$ cat src/logic/pcsreg_defs.vh
`ifndef PCSREG_DEFS_VH
`define PCSREG_DEFS_VH

`define PCSREG_ADDR_CONTROL 5'h00
`define PCSREG_ADDR_STATUS 5'h01

`define PCSREG_CTL_RESET 15
`define PCSREG_CTL_LOOPBACK 14
`define PCSREG_CTL_SPEED_LSB 13
`define PCSREG_CTL_AN_ENABLE 12
`define PCSREG_CTL_POWER_DOWN 11
`define PCSREG_CTL_ISOLATE 10
`define PCSREG_CTL_AN_RESTART 9
`define PCSREG_CTL_DUPLEX 8
`define PCSREG_CTL_COL_TEST 7
`define PCSREG_CTL_SPEED_MSB 6
`define PCSREG_CTL_UNIDIR 5

`define PCSREG_CTL_AN_ENABLE_RST 1'b1
`define PCSREG_CTL_ISOLATE_RST 1'b1

`define PCSREG_STS_CONST 16'h01c8
`define PCSREG_STS_AN_DONE 5
`define PCSREG_STS_REMOTE_FAULT 4
`define PCSREG_STS_LINK 2

`define PCSREG_OP_WRITE 2'h1
`define PCSREG_OP_READ 2'h2

`define PCSREG_LINK_TIMER_NS 10000000
`define PCSREG_CLK_PERIOD_NS 40
`define PCSREG_LINK_TIMER_CYC 250000

`endif

$ cat src/logic/pcsreg_mdio_slave.v
`timescale 1ns/1ps
`default_nettype none
`include "pcsreg_defs.vh"

// serial frame engine sampled on clk; mdc edges found from a synced copy
module pcsreg_mdio_slave
(
    input wire clk,
    input wire rst_n,
    input wire clkEn,
    input wire [4:0] phyAddr,
    input wire mdc,
    input wire mdioIn,
    output reg mdioOut,
    output reg mdioOe,
    output reg wrStb,
    output reg rdStb,
    output reg [4:0] regAddr,
    output reg [15:0] wrData,
    input wire [15:0] rdData
);

    localparam ST_IDLE = 2'h0;
    localparam ST_HDR = 2'h1;
    localparam ST_WDATA = 2'h2;
    localparam ST_RDATA = 2'h3;

    reg [1:0] mdcSync_q;
    reg [1:0] dinSync_q;
    reg mdcPrev_q;
    reg [1:0] state_q;
    reg [5:0] cnt_q;
    reg [5:0] ones_q;
    reg [13:0] hdr_q;
    reg [15:0] shift_q;
    reg isRead_q;
    wire mdcRise;
    wire mdcFall;
    wire din;
    wire [13:0] hdrNext;
    wire hit;

    assign mdcRise = mdcSync_q[1] & ~mdcPrev_q;
    assign mdcFall = ~mdcSync_q[1] & mdcPrev_q;
    assign din = dinSync_q[1];
    assign hdrNext = {hdr_q[12:0], din};
    // physical address 0 is answered too, as broadcast
    assign hit = (hdrNext[9:5] == phyAddr) || (hdrNext[9:5] == 5'h00);

    always @(posedge clk)
    begin
        if (!rst_n)
        begin
            mdcSync_q <= 2'h0;
            dinSync_q <= 2'h3;
            mdcPrev_q <= 1'b0;
            state_q <= ST_IDLE;
            cnt_q <= 6'h00;
            ones_q <= 6'h00;
            hdr_q <= 14'h0000;
            shift_q <= 16'h0000;
            isRead_q <= 1'b0;
            mdioOut <= 1'b1;
            mdioOe <= 1'b0;
            wrStb <= 1'b0;
            rdStb <= 1'b0;
            regAddr <= 5'h00;
            wrData <= 16'h0000;
        end
        else if (clkEn)
        begin
            mdcSync_q <= {mdcSync_q[0], mdc};
            dinSync_q <= {dinSync_q[0], mdioIn};
            mdcPrev_q <= mdcSync_q[1];
            wrStb <= 1'b0;
            rdStb <= 1'b0;
            if (mdcRise)
            begin
                case (state_q)
                    ST_IDLE:
                    begin
                        // preamble suppression: one idle bit then start 01
                        if (din)
                            ones_q <= (ones_q == 6'h3f) ? ones_q : ones_q + 6'h01;
                        else if (ones_q != 6'h00)
                        begin
                            state_q <= ST_HDR;
                            cnt_q <= 6'h00;
                            hdr_q <= 14'h0000;
                        end
                        if (!din)
                            ones_q <= 6'h00;
                    end
                    ST_HDR:
                    begin
                        hdr_q <= hdrNext;
                        cnt_q <= cnt_q + 6'h01;
                        if (cnt_q == 6'h00 && !din)
                            state_q <= ST_IDLE;
                        if (cnt_q == 6'h0c)
                        begin
                            // bits: start1 op2 phy5 reg5, last is here
                            regAddr <= hdrNext[4:0];
                            if (hit && hdrNext[11:10] == `PCSREG_OP_READ)
                            begin
                                isRead_q <= 1'b1;
                                rdStb <= 1'b1;
                                state_q <= ST_RDATA;
                            end
                            else if (hit && hdrNext[11:10] == `PCSREG_OP_WRITE)
                            begin
                                isRead_q <= 1'b0;
                                state_q <= ST_WDATA;
                            end
                            else
                                state_q <= ST_IDLE;
                            cnt_q <= 6'h00;
                        end
                    end
                    ST_WDATA:
                    begin
                        // two turnaround bits then 16 data bits
                        cnt_q <= cnt_q + 6'h01;
                        shift_q <= {shift_q[14:0], din};
                        if (cnt_q == 6'h11)
                        begin
                            wrData <= {shift_q[14:0], din};
                            wrStb <= 1'b1;
                            state_q <= ST_IDLE;
                            ones_q <= 6'h00;
                        end
                    end
                    default:
                        cnt_q <= cnt_q;
                endcase
            end
            if (rdStb)
                shift_q <= rdData;
            // read data changes on falling mdc so the master samples it stable
            if (mdcFall && state_q == ST_RDATA && isRead_q)
            begin
                cnt_q <= cnt_q + 6'h01;
                // first fall closes the address bit; line stays released
                // through the first turnaround bit to avoid a fight
                if (cnt_q == 6'h00)
                    mdioOe <= 1'b0;
                else if (cnt_q == 6'h01)
                begin
                    mdioOe <= 1'b1;
                    mdioOut <= 1'b0;
                end
                else if (cnt_q <= 6'h11)
                begin
                    mdioOut <= shift_q[15];
                    shift_q <= {shift_q[14:0], 1'b0};
                end
                else
                begin
                    mdioOe <= 1'b0;
                    mdioOut <= 1'b1;
                    state_q <= ST_IDLE;
                    ones_q <= 6'h00;
                    isRead_q <= 1'b0;
                end
            end
        end
    end

endmodule // pcsreg_mdio_slave
`default_nettype wire

$ cat src/logic/pcsreg_top.v
`timescale 1ns/1ps
`default_nettype none
`include "pcsreg_defs.vh"

module pcsreg_top
#(
    parameter [1:0] TBI_VARIANT = 2'h0,
    parameter LINK_TIMER_CYC = `PCSREG_LINK_TIMER_CYC
)
(
    input wire clk,
    input wire rst_n,
    input wire clkEn,
    input wire clockLocked,
    input wire [4:0] phyAddr,
    input wire mdc,
    input wire mdioIn,
    output wire mdioOut,
    output wire mdioOe,
    input wire cfgValid,
    input wire [15:0] cfgVector,
    input wire syncStatus,
    input wire anComplete,
    input wire xcvrResetDone,
    input wire remoteFault,
    output reg coreReset,
    output reg loopbackInternal,
    output reg loopbackRequest,
    output reg powerDown,
    output reg isolate,
    output reg anEnable,
    output reg anRestart,
    output reg unidirTx
);

    wire wrStb;
    wire rdStb;
    wire [4:0] regAddr;
    wire [15:0] wrData;
    wire [15:0] readValue;
    reg [1:0] syncS_q;
    reg [1:0] anDoneS_q;
    reg [1:0] xcvrS_q;
    reg [1:0] rfS_q;
    reg [1:0] lockS_q;
    reg loopback_q;
    reg anEnable_q;
    reg powerDown_q;
    reg isolate_q;
    reg unidir_q;
    reg remoteFault_q;
    reg linkLatch_q;
    reg softReset_q;
    reg [17:0] lossCnt_q;
    reg syncHeld_q;
    wire linkNow;
    wire statusRead;
    wire anyReset;

    function [15:0] ctlWord;
        input lb;
        input ane;
        input pd;
        input iso;
        input uni;
        begin
            ctlWord = 16'h0000;
            ctlWord[`PCSREG_CTL_LOOPBACK] = lb;
            ctlWord[`PCSREG_CTL_AN_ENABLE] = ane;
            ctlWord[`PCSREG_CTL_POWER_DOWN] = pd;
            ctlWord[`PCSREG_CTL_ISOLATE] = iso;
            ctlWord[`PCSREG_CTL_DUPLEX] = 1'b1;
            ctlWord[`PCSREG_CTL_SPEED_MSB] = 1'b1;
            ctlWord[`PCSREG_CTL_UNIDIR] = uni;
        end
    endfunction

    pcsreg_mdio_slave u_mdio
    (
        .clk(clk),
        .rst_n(rst_n),
        .clkEn(clkEn),
        .phyAddr(phyAddr),
        .mdc(mdc),
        .mdioIn(mdioIn),
        .mdioOut(mdioOut),
        .mdioOe(mdioOe),
        .wrStb(wrStb),
        .rdStb(rdStb),
        .regAddr(regAddr),
        .wrData(wrData),
        .rdData(readValue)
    );

    // lock loss and soft reset act like the hardware reset here; the synchronizers and u_mdio are reset by rst_n only
    assign anyReset = !rst_n || !lockS_q[1] || softReset_q;
    assign statusRead = rdStb && regAddr == `PCSREG_ADDR_STATUS;
    // sync loss only counts once it has persisted a full link timer
    assign linkNow = syncHeld_q && xcvrS_q[1] &&
        (!anEnable_q || anDoneS_q[1]);

    // constant bits come from fixed terms, never from stored state
    assign readValue =
        (regAddr == `PCSREG_ADDR_CONTROL) ?
            ctlWord(loopback_q, anEnable_q, powerDown_q, isolate_q,
                    unidir_q) :
        (regAddr == `PCSREG_ADDR_STATUS) ?
            (`PCSREG_STS_CONST
             | ({15'h0000, anDoneS_q[1]} << `PCSREG_STS_AN_DONE)
             | ({15'h0000, remoteFault_q} << `PCSREG_STS_REMOTE_FAULT)
             | ({15'h0000, linkLatch_q} << `PCSREG_STS_LINK)) :
        16'h0000;

    always @(posedge clk)
    begin
        if (!rst_n)
        begin
            syncS_q <= 2'h0;
            anDoneS_q <= 2'h0;
            xcvrS_q <= 2'h0;
            rfS_q <= 2'h0;
            lockS_q <= 2'h3;
        end
        else if (clkEn)
        begin
            syncS_q <= {syncS_q[0], syncStatus};
            anDoneS_q <= {anDoneS_q[0], anComplete};
            xcvrS_q <= {xcvrS_q[0], xcvrResetDone};
            rfS_q <= {rfS_q[0], remoteFault};
            lockS_q <= {lockS_q[0], clockLocked};
        end
    end

    always @(posedge clk)
    begin
        if (anyReset)
        begin
            loopback_q <= 1'b0;
            anEnable_q <= `PCSREG_CTL_AN_ENABLE_RST;
            powerDown_q <= 1'b0;
            isolate_q <= `PCSREG_CTL_ISOLATE_RST;
            unidir_q <= 1'b0;
            remoteFault_q <= 1'b0;
            linkLatch_q <= 1'b0;
            softReset_q <= 1'b0;
            lossCnt_q <= 18'h00000;
            syncHeld_q <= 1'b0;
            coreReset <= 1'b1;
            loopbackInternal <= 1'b0;
            loopbackRequest <= 1'b0;
            powerDown <= 1'b0;
            isolate <= 1'b1;
            anEnable <= 1'b1;
            anRestart <= 1'b0;
            unidirTx <= 1'b0;
        end
        else if (clkEn)
        begin
            anRestart <= 1'b0;
            coreReset <= 1'b0;
            if (wrStb && regAddr == `PCSREG_ADDR_CONTROL)
            begin
                // reset bit self-clears via the soft reset pulse
                softReset_q <= wrData[`PCSREG_CTL_RESET];
                loopback_q <= wrData[`PCSREG_CTL_LOOPBACK];
                anEnable_q <= wrData[`PCSREG_CTL_AN_ENABLE];
                powerDown_q <= powerDown_q |
                    wrData[`PCSREG_CTL_POWER_DOWN];
                isolate_q <= wrData[`PCSREG_CTL_ISOLATE];
                unidir_q <= wrData[`PCSREG_CTL_UNIDIR];
                anRestart <= wrData[`PCSREG_CTL_AN_RESTART];
            end
            else if (cfgValid)
            begin
                softReset_q <= cfgVector[`PCSREG_CTL_RESET];
                loopback_q <= cfgVector[`PCSREG_CTL_LOOPBACK];
                anEnable_q <= cfgVector[`PCSREG_CTL_AN_ENABLE];
                powerDown_q <= powerDown_q |
                    cfgVector[`PCSREG_CTL_POWER_DOWN];
                isolate_q <= cfgVector[`PCSREG_CTL_ISOLATE];
                unidir_q <= cfgVector[`PCSREG_CTL_UNIDIR];
                anRestart <= cfgVector[`PCSREG_CTL_AN_RESTART];
            end
            if (syncS_q[1])
            begin
                lossCnt_q <= 18'h00000;
                syncHeld_q <= 1'b1;
            end
            else if (lossCnt_q >= LINK_TIMER_CYC[17:0] - 18'h00001)
                syncHeld_q <= 1'b0;
            else
                lossCnt_q <= lossCnt_q + 18'h00001;
            // hardware set wins over the clear-on-read
            if (rfS_q[1])
                remoteFault_q <= 1'b1;
            else if (statusRead)
                remoteFault_q <= 1'b0;
            // loss wins over the reload on read
            if (!linkNow)
                linkLatch_q <= 1'b0;
            else if (statusRead)
                linkLatch_q <= 1'b1;
            loopbackInternal <= loopback_q && !TBI_VARIANT[0];
            loopbackRequest <= loopback_q && TBI_VARIANT[0];
            powerDown <= powerDown_q && !TBI_VARIANT[0];
            isolate <= isolate_q;
            anEnable <= anEnable_q;
            unidirTx <= unidir_q && !anEnable_q;
        end
    end

endmodule // pcsreg_top
`default_nettype wire

$ cat config.mk
export PLATFORM = sky130hd
export DESIGN_NAME = pcsreg_top
export DESIGN_NICKNAME = d
export VERILOG_FILES = /design/src/logic/pcsreg_mdio_slave.v /design/src/logic/pcsreg_top.v
export VERILOG_INCLUDE_DIRS = /design/src /design/src/logic
export SDC_FILE = /design/constraint.sdc
export NUM_CORES = 1
export LEC_CHECK = 0
export BUFFER_PORTS_ARGS = -buffer_cell sky130_fd_sc_hd__buf_2
export CORE_MARGIN = 1
export CORE_UTILIZATION = 30
export CTS_CLUSTER_SIZE = 12
export DETAILED_ROUTE_END_ITERATION = 10
export GPL_TIMING_DRIVEN = 0
export PLACE_DENSITY = 0.55
export SYNTH_ARGS = -nofsm -noshare
export SYNTH_HDL_FRONTEND = slang
export SYNTH_HIERARCHICAL = 1
export SYNTH_SLANG_ARGS = --single-unit
$ cat constraint.sdc
create_clock -name clk -period 2.4 [get_ports clk]
set_input_delay 0.48 -clock clk [delete_from_list [all_inputs] [get_ports clk]]
set_output_delay 0.48 -clock clk [all_outputs]
set_load 0.02 [all_outputs]
==> flow_summary.toml <==
[status]
outcome = "complete, but fails checks"
violations = "design-rule violations"

[worst_setup_path]
required_ns = 2.66
critPathArrivalTime_ns = 2.54
worstPathMaxFanout = 7
path_class = "flip-flop to flip-flop"
cp-end-kind = "flip-flop"
worst-r2r-cell-count = 8
worst_setup_path_start_kind = "flip-flop"

[detailed_routing]
drc = 4
drt_iter0_markers = 352
vias = 4891
wirelength_mm = 14.38
viasPerCell = 5.282
wl_per_cell_microns = 15.53
ant_nets = 0
dr.pass1.iters = 7

[timing]
fin_setup_tns_ns = 0
finalHoldViolCount = 0
timing.final.crit_share_pct = 95.10
report.final.slew_viol_count = 0
finClkSkew_ns = 0.009742
setup_viol = 0
tightest_slew_ns = 0.7698
final.min_clock_period_ns = 2.282
max_freq_mhz = 438.1
relSlewSlack_pct = 48.26

[layout]
area_delta_synth_final_pct = 14.62
diodes = 0
drive_gt1_share_pct = 13.63
nFillCells = 1880
nets = 736
fin_util_pct = 35.46

[yosys]
synth_cells = 643
ys_warn_count = 6
netlist_area_sq_um = 5614
avgSynthCellArea_sq_um = 8.731

[pwr]
peakVddDrop_v = 0.0002915
fin_total_pwr_uw = 3529
leakage_uw = 0.002439
power.density_nw_per_um2 = 548.4

[hold_path]
hold_path_class = "input pin to flip-flop"
whs_path_depth = 3

[placed_design]
portBuffers = 31
gp_congestion = 0.8360
hpwl_mm = 10.28

[global_route]
grt_max_degree = 19
overflow = 0
grt_usage_pct = 15.65
grt_pass1_wl_mm = 24.18
grt_antenna_before_repair = 0
first_global_vias = 4658

[clock_tree]
cts_buffer_depth = 2
cts-buffers-inserted = 9
cts_root_buf = "clkbuf_16"
hold_buffers = 0
clk_pin_slew_ns = 0.07
cts.sinks = 107
cts_tree = "yes"
clk_latency_ns = 0.36
htreeDepth = 3

[floorplanning]
design.die.area_sq_um = 19270
coreArea_sq_um = 18150
rows = 49
start_util_pct = 30.94
die_x_microns = 138.8
io_pins = 42
die_y_microns = 138.8

[run]
cap_violations = 0
==> final cells by class <==
type / instances / area (sq um) / share of cell area, %
Sequential cell: 107 / 2145 / 33.33
Inverter: 15 / 56.30 / 0.8750
Clock buffer: 10 / 239.0 / 3.714
Timing Repair Buffer: 33 / 170.2 / 2.644
Tap cell: 229 / 286.5 / 4.453
Multi-Input combinational cell: 486 / 3279 / 50.96
Clock inverter: 6 / 47.55 / 0.7389
Buffer: 40 / 211.5 / 3.286
==> stage by stage <==
step / std cells / hold slack (ns) / area (sq um) / worst slack [ns]
2_1_floorplan: 648 / 0.4311 / 5633 / 0.2838
3_3_place_gp: 908 / 0.4375 / 6075 / -0.1979
4_1_cts: 924 / 0.3212 / 6380 / 0.002468
6_report: 926 / 0.3327 / 6435 / 0.1175
3_5_place_dp: 908 / 0.4463 / 6075 / -0.1785
5_1_grt: 926 / 0.3548 / 6435 / -0.005063
==> layout by cell type (no fill, tap or decap), types with 4 or more instances in the layout <==
cell type  instances
nand2b_1           8
a31oi_1            6
inv_1             14
buf_4              6
xnor2_1            8
a22o_1             5
nor2b_1           37
nand2_1           71
buf_2             36
nor2_1            29
mux2i_1           36
a211oi_1           4
a21oi_1           23
nand4_1           10
clkbuf_1          23
o211ai_1          14
nand3b_1           4
nand3_1           25
or3_1              7
o221ai_1          12
a21boi_0          10
conb_1             6
clkbuf_16          9
o41ai_1            5
nor3_1             6
o21ai_0           22
ha_1              11
and2_1             7
a22oi_1           25
or4_1              7
dfxtp_1          105
and3_1            18
==> final timing paths <==
| path | from | to | slack, ns |
|---|---|---|---|
| max | u_mdio/cnt_q[0] | u_mdio/ones_q[3] | 0.12 |
| min | clockLocked | lockS_q[0] | 0.33 |
| max reg2reg | u_mdio/cnt_q[0] | u_mdio/ones_q[3] | 0.12 |
| min reg2reg | coreReset | coreReset | 0.46 |
==> layer usage <==
layer / up-vias / routed length [microns] / global-route usage (%)
li1: 2447 / - / -
met1: 2338 / 7257 / 21.24
met2: 91 / 6372 / 24.61
met3: 15 / 526 / 3.280
met4: 0 / 226 / 5.146
met5: - / 0 / 0
==> power by group <==
group / internal (uW) / leakage (uW) / switching, uW
registers: 1800 / 0.000867 / 24.8
logic: 98.2 / 0.00143 / 147
clock network: 743 / 0.000139 / 713
==> state kept, by name, indices dropped and copies added (netlist names), 2 cells and up <==
signal,flops
u_mdio/wrData,7
u_mdio/shift_q,16
u_mdio/state_q,2
u_mdio/ones_q,6
u_mdio/mdcSync_q,2
u_mdio/regAddr,5
lossCnt_q,18
u_mdio/cnt_q,6
anDoneS_q,2
xcvrS_q,2
syncS_q,2
u_mdio/hdr_q,11
u_mdio/dinSync_q,2
rfS_q,2
lockS_q,2
==> what timing repair did <==
item	4_1_cts	5_1_grt
pin swaps	0	2
buffers inserted	0	2
setup endpoints to repair	11	17
resized for setup	6	13
==> worst max-delay path, stage by stage (launching register included) <==
cell      delay (ns)
dfxtp_2         0.39
inv_1           0.08
ha_1            0.24
or2_2           0.35
a21oi_4         0.24
a21boi_4        0.32
o21ai_0         0.17
a22o_1          0.22
a22o_1          0.17
(Power assumes the default switching activity.)
